$ cat src/hw/asl_params.svh
/*
 * Constants for the algorithm security lock: key layout, SPI timing,
 * debug-port command codes and widths.
 * Assumes a single 40 MHz system clock and an external SPI serial EEPROM.
 */
// Overview of operation
// Locked: block external memory and EEPROM access
// Unlocked: allow external memory and EEPROM access
// Decrypt encrypted sections with internal keys
// Key storage unreadable while access restricted
// External unlock erases stored decryption keys
// Host rewrites keys after unlock
// Glueless SPI EEPROM fetch of code/data
// Key clearing completes before access granted
`ifndef ASL_PARAMS_SVH
`define ASL_PARAMS_SVH

`define ASL_KEY_WORDS 4
`define ASL_KEY_IDX_W 2
`define ASL_KEY_LAST 2'h3
`define ASL_WORD_W 32
`define ASL_ADDR_W 24
`define ASL_SPI_READ_CMD 8'h03
`define ASL_SPI_HALF_NS 50
`define ASL_CLK_NS 25
`define ASL_SPI_HALF_CYC ((`ASL_SPI_HALF_NS + `ASL_CLK_NS - 1) / `ASL_CLK_NS)
`define ASL_DIV_W 4
`define ASL_BITS_W 7
`define ASL_FETCH_BITS 7'h40
`define ASL_DATA_BITS 6'h20
`define ASL_CMD_NONE 3'h0
`define ASL_CMD_UNLOCK 3'h1
`define ASL_CMD_LOCK 3'h2
`define ASL_CMD_KEY_WR 3'h3
`define ASL_CMD_KEY_RD 3'h4
`define ASL_CMD_MEM_RD 3'h5
`define ASL_CMD_EE_RD 3'h6
`define ASL_ZERO_WORD 32'h0000_0000

`endif

$ cat src/hw/asl_pkg.sv
/*
 * Types for the algorithm security lock.
 * Assumes asl_params.svh is included by every user.
 */
`include "asl_params.svh"
package asl_pkg;
  typedef enum logic [4:0] {
    ASL_LOCKED = 5'h01,
    ASL_CLEARING = 5'h02,
    ASL_OPEN = 5'h04,
    ASL_FETCH = 5'h08,
    ASL_WAIT = 5'h10
  } asl_state_t;

  typedef struct packed {
    logic valid;
    logic [2:0] cmd;
    logic [`ASL_ADDR_W-1:0] addr;
    logic [`ASL_WORD_W-1:0] data;
  } asl_req_t;

  typedef struct packed {
    logic valid;
    logic denied;
    logic [`ASL_WORD_W-1:0] data;
  } asl_rsp_t;

  typedef struct packed {
    logic sck;
    logic cs_n;
    logic mosi;
  } asl_spi_t;
endpackage

$ cat src/hw/asl_spi_fetch.sv
/*
 * SPI EEPROM word fetcher: issues a read command and address, returns
 * one 32-bit word. Direct pin connection to a mode-0 serial EEPROM.
 */
`timescale 1ns/1ps
`default_nettype none
`include "asl_params.svh"
module asl_spi_fetch (
  input wire logic sys_clk,
  input wire logic rst,
  input wire logic start,
  input wire logic [`ASL_ADDR_W-1:0] addr,
  input wire logic miso,
  output asl_pkg::asl_spi_t spi,
  output logic done,
  output logic [`ASL_WORD_W-1:0] word
);
  typedef struct packed {
    logic busy;
    logic [`ASL_DIV_W-1:0] div;
    logic [`ASL_BITS_W-1:0] bits;
    logic [`ASL_FETCH_BITS-1:0] shreg;
    logic [`ASL_WORD_W-1:0] rx;
    asl_pkg::asl_spi_t spi;
    logic done;
  } asl_fetch_state_t;

  asl_fetch_state_t st, next_st;

  always_comb begin
    next_st = st;
    next_st.done = 1'b0;
    if (!st.busy) begin
      if (start) begin
        next_st.busy = 1'b1;
        next_st.spi.cs_n = 1'b0;
        next_st.shreg = {`ASL_SPI_READ_CMD, addr, `ASL_ZERO_WORD};
        next_st.spi.mosi = next_st.shreg[`ASL_FETCH_BITS-1];
        next_st.bits = `ASL_FETCH_BITS;
        next_st.div = '0;
      end
    end else if (st.div == `ASL_DIV_W'(`ASL_SPI_HALF_CYC - 1)) begin
      next_st.div = '0;
      if (!st.spi.sck) begin
        next_st.spi.sck = 1'b1;
        next_st.rx = {st.rx[`ASL_WORD_W-2:0], miso};
        next_st.bits = st.bits - 1'b1;
      end else begin
        next_st.spi.sck = 1'b0;
        next_st.shreg = {st.shreg[`ASL_FETCH_BITS-2:0], 1'b0};
        next_st.spi.mosi = st.shreg[`ASL_FETCH_BITS-2];
        if (st.bits == '0) begin
          next_st.busy = 1'b0;
          next_st.spi.cs_n = 1'b1;
          next_st.done = 1'b1;
        end
      end
    end else begin
      next_st.div = st.div + 1'b1;
    end
  end

  always_ff @(posedge sys_clk or posedge rst) begin
    if (rst) begin
      st <= '0;
      st.spi.cs_n <= 1'b1;
    end else begin
      st <= next_st;
    end
  end

  assign spi = st.spi;
  assign done = st.done;
  assign word = st.rx;
endmodule
`default_nettype wire

$ cat src/hw/asl_lock.sv
/*
 * Algorithm security lock: gates debug-port access to on-chip memory,
 * the SPI EEPROM and the key store, erases keys on unlock and decrypts
 * fetched words with the held keys.
 * Assumes a debug port issuing one request at a time and an on-chip
 * memory answering reads in one cycle; the cipher is the internal key mix.
 */
`timescale 1ns/1ps
`default_nettype none
`include "asl_params.svh"
module asl_lock (
  input wire logic sys_clk,
  input wire logic rst,
  input wire asl_pkg::asl_req_t req,
  output asl_pkg::asl_rsp_t rsp,
  output logic mem_rd,
  output logic [`ASL_ADDR_W-1:0] mem_addr,
  input wire logic [`ASL_WORD_W-1:0] mem_rdata,
  input wire logic miso,
  output asl_pkg::asl_spi_t spi,
  output logic [`ASL_WORD_W-1:0] plain_word,
  output logic plain_valid,
  output logic locked
);
  typedef struct packed {
    asl_pkg::asl_state_t fsm;
    logic [`ASL_KEY_IDX_W-1:0] clr_idx;
    logic [`ASL_KEY_WORDS-1:0][`ASL_WORD_W-1:0] key;
    logic ee_host;
    logic start;
    logic [`ASL_ADDR_W-1:0] addr;
    asl_pkg::asl_rsp_t rsp;
    logic mem_rd;
    logic mem_pend;
    logic [`ASL_WORD_W-1:0] plain;
    logic plain_valid;
    logic locked;
  } asl_lock_state_t;

  asl_lock_state_t st, next_st;
  logic f_done;
  logic [`ASL_WORD_W-1:0] f_word;

  function automatic logic [`ASL_WORD_W-1:0] asl_key_mix(
    input logic [`ASL_KEY_WORDS-1:0][`ASL_WORD_W-1:0] k,
    input logic [`ASL_ADDR_W-1:0] a);
    logic [`ASL_WORD_W-1:0] m;
    m = {8'h00, a};
    for (int i = 0; i < `ASL_KEY_WORDS; i++) begin
      m = {m[`ASL_WORD_W-2:0], m[`ASL_WORD_W-1]} ^ k[i];
    end
    return m;
  endfunction

  asl_spi_fetch u_fetch (
    .sys_clk(sys_clk),
    .rst(rst),
    .start(st.start),
    .addr(st.addr),
    .miso(miso),
    .spi(spi),
    .done(f_done),
    .word(f_word)
  );

  always_comb begin
    next_st = st;
    next_st.rsp = '0;
    next_st.start = 1'b0;
    next_st.mem_rd = 1'b0;
    next_st.mem_pend = st.mem_rd;
    next_st.plain_valid = 1'b0;
    if (st.mem_pend) begin
      next_st.rsp.valid = 1'b1;
      next_st.rsp.data = mem_rdata;
    end
    case (st.fsm)
      asl_pkg::ASL_LOCKED: begin
        if (req.valid) begin
          next_st.rsp.valid = 1'b1;
          if (req.cmd == `ASL_CMD_UNLOCK) begin
            next_st.fsm = asl_pkg::ASL_CLEARING;
            next_st.clr_idx = '0;
            next_st.rsp.valid = 1'b0;
          end else if (req.cmd == `ASL_CMD_KEY_WR) begin
            next_st.key[req.addr[`ASL_KEY_IDX_W-1:0]] = req.data;
          end else begin
            next_st.rsp.denied = 1'b1;
          end
        end
      end
      asl_pkg::ASL_CLEARING: begin
        next_st.key[st.clr_idx] = `ASL_ZERO_WORD;
        next_st.clr_idx = st.clr_idx + 1'b1;
        if (st.clr_idx == `ASL_KEY_LAST) begin
          next_st.fsm = asl_pkg::ASL_OPEN;
          next_st.rsp.valid = 1'b1;
        end
      end
      asl_pkg::ASL_OPEN: begin
        if (req.valid) begin
          case (req.cmd)
            `ASL_CMD_LOCK: begin
              next_st.fsm = asl_pkg::ASL_LOCKED;
              next_st.rsp.valid = 1'b1;
            end
            `ASL_CMD_KEY_WR: begin
              next_st.key[req.addr[`ASL_KEY_IDX_W-1:0]] = req.data;
              next_st.rsp.valid = 1'b1;
            end
            `ASL_CMD_KEY_RD: begin
              next_st.rsp.valid = 1'b1;
              next_st.rsp.data = st.key[req.addr[`ASL_KEY_IDX_W-1:0]];
            end
            `ASL_CMD_MEM_RD: begin
              next_st.mem_rd = 1'b1;
              next_st.addr = req.addr;
            end
            `ASL_CMD_EE_RD: begin
              next_st.fsm = asl_pkg::ASL_FETCH;
              next_st.addr = req.addr;
              next_st.ee_host = 1'b1;
            end
            default: begin
              next_st.rsp.valid = 1'b1;
            end
          endcase
        end
      end
      asl_pkg::ASL_FETCH: begin
        next_st.start = 1'b1;
        next_st.fsm = asl_pkg::ASL_WAIT;
      end
      asl_pkg::ASL_WAIT: begin
        if (f_done) begin
          next_st.fsm = asl_pkg::ASL_OPEN;
          next_st.ee_host = 1'b0;
          next_st.rsp.valid = 1'b1;
          next_st.rsp.data = f_word;
          next_st.plain_valid = 1'b1;
          next_st.plain = f_word ^ asl_key_mix(st.key, st.addr);
        end
      end
      default: begin
        next_st.fsm = asl_pkg::ASL_LOCKED;
      end
    endcase
    // Registered so the pin comes straight from a flip-flop
    next_st.locked = (next_st.fsm == asl_pkg::ASL_LOCKED) ||
                     (next_st.fsm == asl_pkg::ASL_CLEARING);
  end

  always_ff @(posedge sys_clk or posedge rst) begin
    if (rst) begin
      st <= '0;
      st.fsm <= asl_pkg::ASL_LOCKED;
      st.locked <= 1'b1;
    end else begin
      st <= next_st;
    end
  end

  assign rsp = st.rsp;
  assign mem_rd = st.mem_rd;
  assign mem_addr = st.addr;
  assign plain_word = st.plain;
  assign plain_valid = st.plain_valid;
  assign locked = st.locked;
endmodule
`default_nettype wire

$ cat config.mk
export PLATFORM = sky130hd
export DESIGN_NAME = asl_lock
export DESIGN_NICKNAME = d
export VERILOG_FILES = /design/src/hw/asl_pkg.sv /design/src/hw/asl_spi_fetch.sv /design/src/hw/asl_lock.sv
export VERILOG_INCLUDE_DIRS = /design/src /design/src/hw
export SDC_FILE = /design/constraint.sdc
export NUM_CORES = 1
export LEC_CHECK = 0
export BUFFER_PORTS_ARGS = -buffer_cell sky130_fd_sc_hd__clkbuf_2
export CAP_MARGIN = 20
export CORE_ASPECT_RATIO = 1.75
export CORE_UTILIZATION = 49
export CTS_CLUSTER_DIAMETER = 80
export DETAILED_ROUTE_END_ITERATION = 6
export PLACE_DENSITY = 0.74
export REMOVE_ABC_BUFFERS = 1
export SYNTH_ARGS = -nofsm -noshare
export SYNTH_HDL_FRONTEND = slang
export SYNTH_HIERARCHICAL = 1
export SYNTH_SLANG_ARGS = --single-unit
$ cat constraint.sdc
create_clock -name sys_clk -period 7.85 [get_ports sys_clk]
set_input_delay 0.785 -clock sys_clk [delete_from_list [all_inputs] [get_ports sys_clk]]
set_output_delay 0.785 -clock sys_clk [all_outputs]
set_load 0.02 [all_outputs]
==> results.sh, run 1 <==
export IMPL_slowest_stage="dfrtp_1"
export IMPL_timing_hold_ws_ns=0.290
export IMPL_area_growth_pct=8.77
export IMPL_r2r_setup_slack_ns=5.38
export IMPL_ir_drop_mv=0.201
export IMPL_finalHoldViolations=0
export IMPL_portBuffers=190
export IMPL_postCtsSetupRepairBufs=0
export IMPL_postCtsHoldBufs=0
export IMPL_synth_cell_types=68
export IMPL_rows=89
export IMPL_synthMuxAreaShare_pct=9.22
export IMPL_synth_top_area_share_pct=49.8
export IMPL_numCtsBuffers=31
export IMPL_hold_class="input pin to async pin"
export IMPL_cp_start_kind="register"
export IMPL_final_nets=1594
export IMPL_critPathMaxStageDelay_ns=0.58
export IMPL_top_usage_layer="met2"
export IMPL_reg2reg_from="st[227]"
export IMPL_p_switching_mw=1.02
export IMPL_synth_compound_area_share_pct=14.8
export IMPL_syn_inst=1468
export IMPL_synth_top_family_by_area="compound AO/OA/AOI/OAI gates"
export IMPL_path_max_fanout=40
export IMPL_timing_final_crit_share_pct=33.9
export IMPL_post_place_ws_ns=4.98
export IMPL_drive_above_1_share_pct=25.9
export IMPL_cts_root_buf="clkbuf_16"
export IMPL_multiInputGateArea_um2=6920
export IMPL_vias=11600
export IMPL_first_global_vias=12000
export IMPL_yosysTopAreaCell="dfrtp_1"
export IMPL_p_per_area_nw_per_um2=215
export IMPL_async_flop_share_pct=100
export IMPL_synth_xor_area_share_pct=8.16
export IMPL_routabilityCongestion=0.848
export IMPL_cp_buffers_inverters=2
export IMPL_yosys_top_cells_area="dfrtp_1 50%, xnor2_1 7.6%, a22o_1 6.6%, buf_4 5.8%, mux2_2 4.4%"
export IMPL_maxSlewHeadroom_pct=39.3
export IMPL_clk_pin_slew_worst_paths_ns=0.07
export IMPL_cts_sinks=340
export IMPL_r2r_end="st[103]"
export IMPL_seqCellArea_um2=8510
export IMPL_finClkSkew_ns=0.0207
export IMPL_drv_cap=0
export IMPL_fin_setup_tns_ns=0
export IMPL_grt_util_met3_pct=3.77
export IMPL_die_y_um=248
export IMPL_yosys_area_share_adder_pct=0.591
export IMPL_avgSynthCellArea_um2=11.5
export IMPL_final_common_cell="dfrtp_1"
export IMPL_power_leakage_nw=8.66
export IMPL_internal_power_mw=2.95
export IMPL_final_util_pct=54.5
export IMPL_seq_power_share_pct=47.6
export IMPL_most_common_layout_cells="337 x dfrtp_1, 190 x clkbuf_2, 147 x xnor2_1"
export IMPL_fill_cells=2950
export IMPL_hpwl_mm=27.5
export IMPL_wl_mm=43.2
export IMPL_timing_final_ws_setup_ns=5.19
export IMPL_clkPwrFrac_pct=41.0
export IMPL_power_frac_comb_pct=11.4
export IMPL_cts_htree_levels=1
export IMPL_clk_insertion_delay_late_ns=0.59
export IMPL_required_ns=7.07
export IMPL_gr_usage_met2_pct=43.8
export IMPL_antenna_left=0
export IMPL_synthSimpleGateAreaFrac_pct=7.74
export IMPL_grt_pass1_wl_mm=67.2
export IMPL_drt_pass1_iterations=5
export IMPL_grt_max_degree=109
export IMPL_total_power_mw=3.97
export IMPL_finalCriticalPeriod_ns=2.66
export IMPL_crit_type="register to output pin"
export IMPL_path_cells="buf_4 -> clkbuf_2"
export IMPL_synth_main_ff_cell="dfrtp_1"
export IMPL_start_util_pct=50.1
export IMPL_slew_viol_final=0
export IMPL_status="finished, final reports clean"
export IMPL_cts_tree="built"
export IMPL_netlist_area_um2=17000
export IMPL_reg2regPathDepth=5
export IMPL_rsz0062_at_grt="no"
export IMPL_via_per_inst=5.89
export IMPL_drt_iter0_drc=763
export IMPL_tightest_slew_ns=0.911
export IMPL_core_um2=33900
export IMPL_ys_ff_latch=340
export IMPL_synth_yosys_seq_area_share_pct=50.2
export IMPL_cts_resized=0
export IMPL_cp_arrival_ns=1.88
export IMPL_wl_per_cell_um=21.9
export IMPL_swShare_pct=25.7
export IMPL_grt_use_met1_pct=29.3
export IMPL_grt_use_total_pct=24.8
export IMPL_die_w_um=143
export IMPL_cp_top_family="buffers and inverters"
export IMPL_dieArea_um2=35400
export IMPL_yosysWarnings=6
export IMPL_synth_edff_count=0
export IMPL_overflow=0
export IMPL_max_freq_mhz=375
export IMPL_max_clock_path_buffers=3
export IMPL_remaining_drc_errors=0
export IMPL_io_pins=191
export IMPL_end_kind="output pin"
export IMPL_finalSetupViolCount=0
export IMPL_antenna_found_initial=6
==> area by class of cell <==
cell class / count / share of cell area (%)
Tap cell: 455 / 3.09
Sequential cell: 340 / 46.2
Antenna cell: 4 / 0.0543
Timing Repair Buffer: 217 / 6.41
Inverter: 36 / 0.787
Clock inverter: 17 / 1.34
Clock buffer: 40 / 4.61
Multi-Input combinational cell: 865 / 37.6
==> synthesized netlist by cell type (12+ instances only) <==
library cell / count
o221ai_1: 33
a21oi_1: 37
a221o_1: 24
and3_1: 26
clkbuf_1: 42
nand2_1: 107
o21ai_0: 61
xnor2_1: 147
mux4_2: 32
dfrtp_1: 337
nor2_1: 56
nand3_1: 12
o211ai_1: 22
inv_1: 34
a22o_1: 128
buf_4: 132
buf_2: 46
mux2_2: 66
==> logic make-up (layout without fill, tap and decap cells) <==
kind of cell	Yosys count	in the layout
AO/OA/AOI/OAI	328	328
XOR/XNOR	158	158
adder cells (fa/ha/maj)	8	8
buffers and inverters	263	310
flip-flops	340	340
multiplexers	107	107
other	0	4
AND/OR/NAND/NOR	264	264
==> power groups by stage <==
stage          Clock (mW)  Sequential (mW)  Combinational, mW
6_report             1.63             1.89              0.452
5_1_grt              1.72             1.89              0.492
4_1_cts              1.66             1.89              0.454
3_5_place_dp            0             1.92              0.450
3_3_place_gp            0             1.91              0.441
2_1_floorplan           0             1.90              0.296
==> worst reg2reg max path, delay by kind of cell, from the launching register on <==
kind                   cells  cell delay (ns)
AOI/OAI and AO/OA          3             0.90
buffers and inverters      1             0.29
DFF                        1             0.54
and+or+nand+nor            1             0.62
==> flip-flops by register name, summed over array words and instances, names as in the netlist <==
| register | count |
|---|---|
| st | 137 |
| plain_word | 32 |
| u_fetch/st | 74 |
| mem_addr | 24 |
| rsp | 34 |
| u_fetch/word | 32 |
| u_fetch/spi | 3 |
| mem_rd | 1 |
| u_fetch/done | 1 |
| plain_valid | 1 |
| locked | 1 |
==> layer usage <==
metal / vias up / part of all wire, %
met4: 4 / 4.1
met2: 409 / 52
met5: - / 0.060
met3: 109 / 5.6
met1: 5928 / 38
li1: 5170 / -
==> how the worst max path moves through the flow <==
stage / slack (ns) / depth (start not counted) / from / endpoint
after global placement: 4.98 / 7 / req[32] / st[104]
after floorplan: 0.76 / 1 / rst / mem_addr[0]
after CTS: 5.17 / 2 / u_fetch/spi[2] / spi[2]
final: 5.19 / 2 / u_fetch/spi[2] / spi[2]
after global routing: 5.10 / 2 / u_fetch/spi[2] / spi[2]
after detailed placement: 4.98 / 7 / req[32] / st[99]
==> metrics by stage <==
step                area (µm²)  cells
floorplan                15500   1241
global placement         17300   1911
detailed placement       17300   1911
CTS                      18400   1968
global route             18400   1974
finish                   18400   1974
No activity file was read; power rests on OpenSTA's default activity.
==> inputs of run 2 (changes only) <==
==> constraint.sdc (replaced) <==
create_clock -name sys_clk -period 2.7 [get_ports sys_clk]
set_input_delay 0.27 -clock sys_clk [delete_from_list [all_inputs] [get_ports sys_clk]]
set_output_delay 0.27 -clock sys_clk [all_outputs]
set_load 0.02 [all_outputs]
==> run 2 against run 1 <==
- sequential power rose to 2.9 times the previous value
- critical path type is now register to register
- total power rose to 2.9 times the previous value
- sequential share of layout area fell by 1.8 points
- critical endpoint is now st[142]
==> results.sh, run 2 (synthesis results as in run 1) <==
export IMPL_status="finished, final reports clean"
export IMPL_overflow=0
export IMPL_io_pins=191
export IMPL_drt_iter0_drc=771
export IMPL_final_common_cell="dfrtp_1"
export IMPL_power_frac_comb_pct=12.6
export IMPL_dpl_cell_area_um2=17600
export IMPL_grt_max_degree=94
export IMPL_drv_cap=0
export IMPL_finalHoldViolations=0
export IMPL_final_util_pct=56.6
export IMPL_r2r_end="st[142]"
export IMPL_timing_hold_ws_ns=0.0222
export IMPL_cts_tree="built"
export IMPL_tightest_slew_ns=0.759
export IMPL_clkPwrFrac_pct=39.8
export IMPL_finalCriticalPeriod_ns=2.27
export IMPL_rsz0062_at_grt="no"
export IMPL_post_place_ws_ns=0.474
export IMPL_dieArea_um2=35400
export IMPL_wl_mm=44.4
export IMPL_numCtsBuffers=30
export IMPL_rows=89
export IMPL_ir_drop_mv=0.459
export IMPL_p_switching_mw=2.93
export IMPL_swShare_pct=25.5
export IMPL_cp_start_kind="register"
export IMPL_remaining_drc_errors=0
export IMPL_postCtsSetupRepairBufs=0
export IMPL_clk_insertion_delay_late_ns=0.58
export IMPL_reg2reg_from="st[227]"
export IMPL_internal_power_mw=8.59
export IMPL_finClkSkew_ns=0.0268
export IMPL_routabilityCongestion=0.878
export IMPL_r2r_setup_slack_ns=0.43
export IMPL_cts_root_buf="clkbuf_16"
export IMPL_vias=12000
export IMPL_crit_end="st[142]"
export IMPL_reg2regPathDepth=6
export IMPL_path_max_fanout=23
export IMPL_drive_above_1_share_pct=26.1
export IMPL_slew_viol_final=0
export IMPL_finalInstanceArea_um2=19200
export IMPL_cts_resized=0
export IMPL_via_per_inst=5.84
export IMPL_end_kind="register"
export IMPL_timing_final_ws_setup_ns=0.426
export IMPL_power_leakage_nw=9.02
export IMPL_worstSetupStartpoint="st[227]"
export IMPL_area_growth_pct=13.1
export IMPL_cts_sinks=340
export IMPL_grt_pass1_wl_mm=68.7
export IMPL_finalSetupViolCount=0
export IMPL_max_clock_path_buffers=3
export IMPL_drt_pass1_iterations=5
export IMPL_largest_register="st"
export IMPL_wl_per_cell_um=21.7
export IMPL_hpwl_mm=30.4
export IMPL_cp_arrival_ns=2.72
export IMPL_first_global_vias=12300
export IMPL_cts_htree_levels=1
export IMPL_maxSlewHeadroom_pct=49.4
export IMPL_timing_final_crit_share_pct=84.2
export IMPL_largest_reg_flops=137
export IMPL_start_util_pct=50.1
export IMPL_core_um2=33900
export IMPL_grt_use_total_pct=25.5
export IMPL_seq_power_share_pct=47.6
export IMPL_hold_class="input pin to register"
export IMPL_crit_type="register to register"
export IMPL_most_common_layout_cells="337 x dfrtp_1, 190 x clkbuf_2, 147 x xnor2_1"
export IMPL_antenna_found_initial=2
export IMPL_die_y_um=248
export IMPL_required_ns=3.15
export IMPL_final_nets=1673
export IMPL_antenna_left=0
export IMPL_portBuffers=190
export IMPL_p_per_area_nw_per_um2=601
export IMPL_clk_pin_slew_worst_paths_ns=0.07
export IMPL_max_freq_mhz=440
export IMPL_die_w_um=143
==> run 2: critical path, stage by stage (launching register included) <==
cell and delay, ns:
dfrtp_1 0.38, or4b_1 0.56, a211oi_2 0.34, buf_4 0.21
o22ai_2 0.21, buf_12 0.24, a22o_1 0.20
==> run 2: per-stage QoR <==
stage	cells	power (mW)	TNS, ns
final	2050	11.5	0
after CTS	2047	11.6	0
after global placement	1939	6.92	0
after floorplan	1241	6.39	-1039.50
after global routing	2049	11.9	0
after detailed placement	1939	6.95	0
==> run 2: cell type report <==
type	count	area (µm²)
fill	2868	14700
multi-input combinational	865	6920
tap	455	569
inverter	36	145
clock inverter	12	169
clock buffer	42	877
sequential	340	8510
timing repair buffer	297	1960
antenna	3	7.51
==> run 2: worst min-delay path by stage <==
stage / to / slack, ns / start / depth (start not counted)
final: rsp[30] / 0.02 / mem_rdata[30] / 3
after global routing: rsp[30] / 0.01 / mem_rdata[30] / 3
after CTS: rsp[20] / 0.0003 / mem_rdata[20] / 3
after detailed placement: st[34] / 0.38 / mem_rd / 0
after global placement: st[34] / 0.36 / mem_rd / 0
after floorplan: st[229] / 0.34 / req[56] / 1
==> run 2: power by group through the flow <==
stage | clock network [mW] | registers, mW | logic [mW]
final | 4.59 | 5.49 | 1.45
after global routing | 4.85 | 5.50 | 1.56
after CTS | 4.66 | 5.48 | 1.46
after detailed placement | 0 | 5.58 | 1.38
after global placement | 0 | 5.57 | 1.35
after floorplan | 0 | 5.53 | 0.861
==> run 2: timing repair <==
action	4_1_cts	5_1_grt
setup endpoints to repair	0	0
endpoints found under the hold margin	235	0
hold buffers	54	0
==> run 2: routing by layer <==
layer,track usage [%],routed length [µm],share of wire (%)
met1,28.9,15700,35
met2,47.0,24300,55
met3,3.08,2490,5.6
met4,12.3,1910,4.3
met5,0,0,0
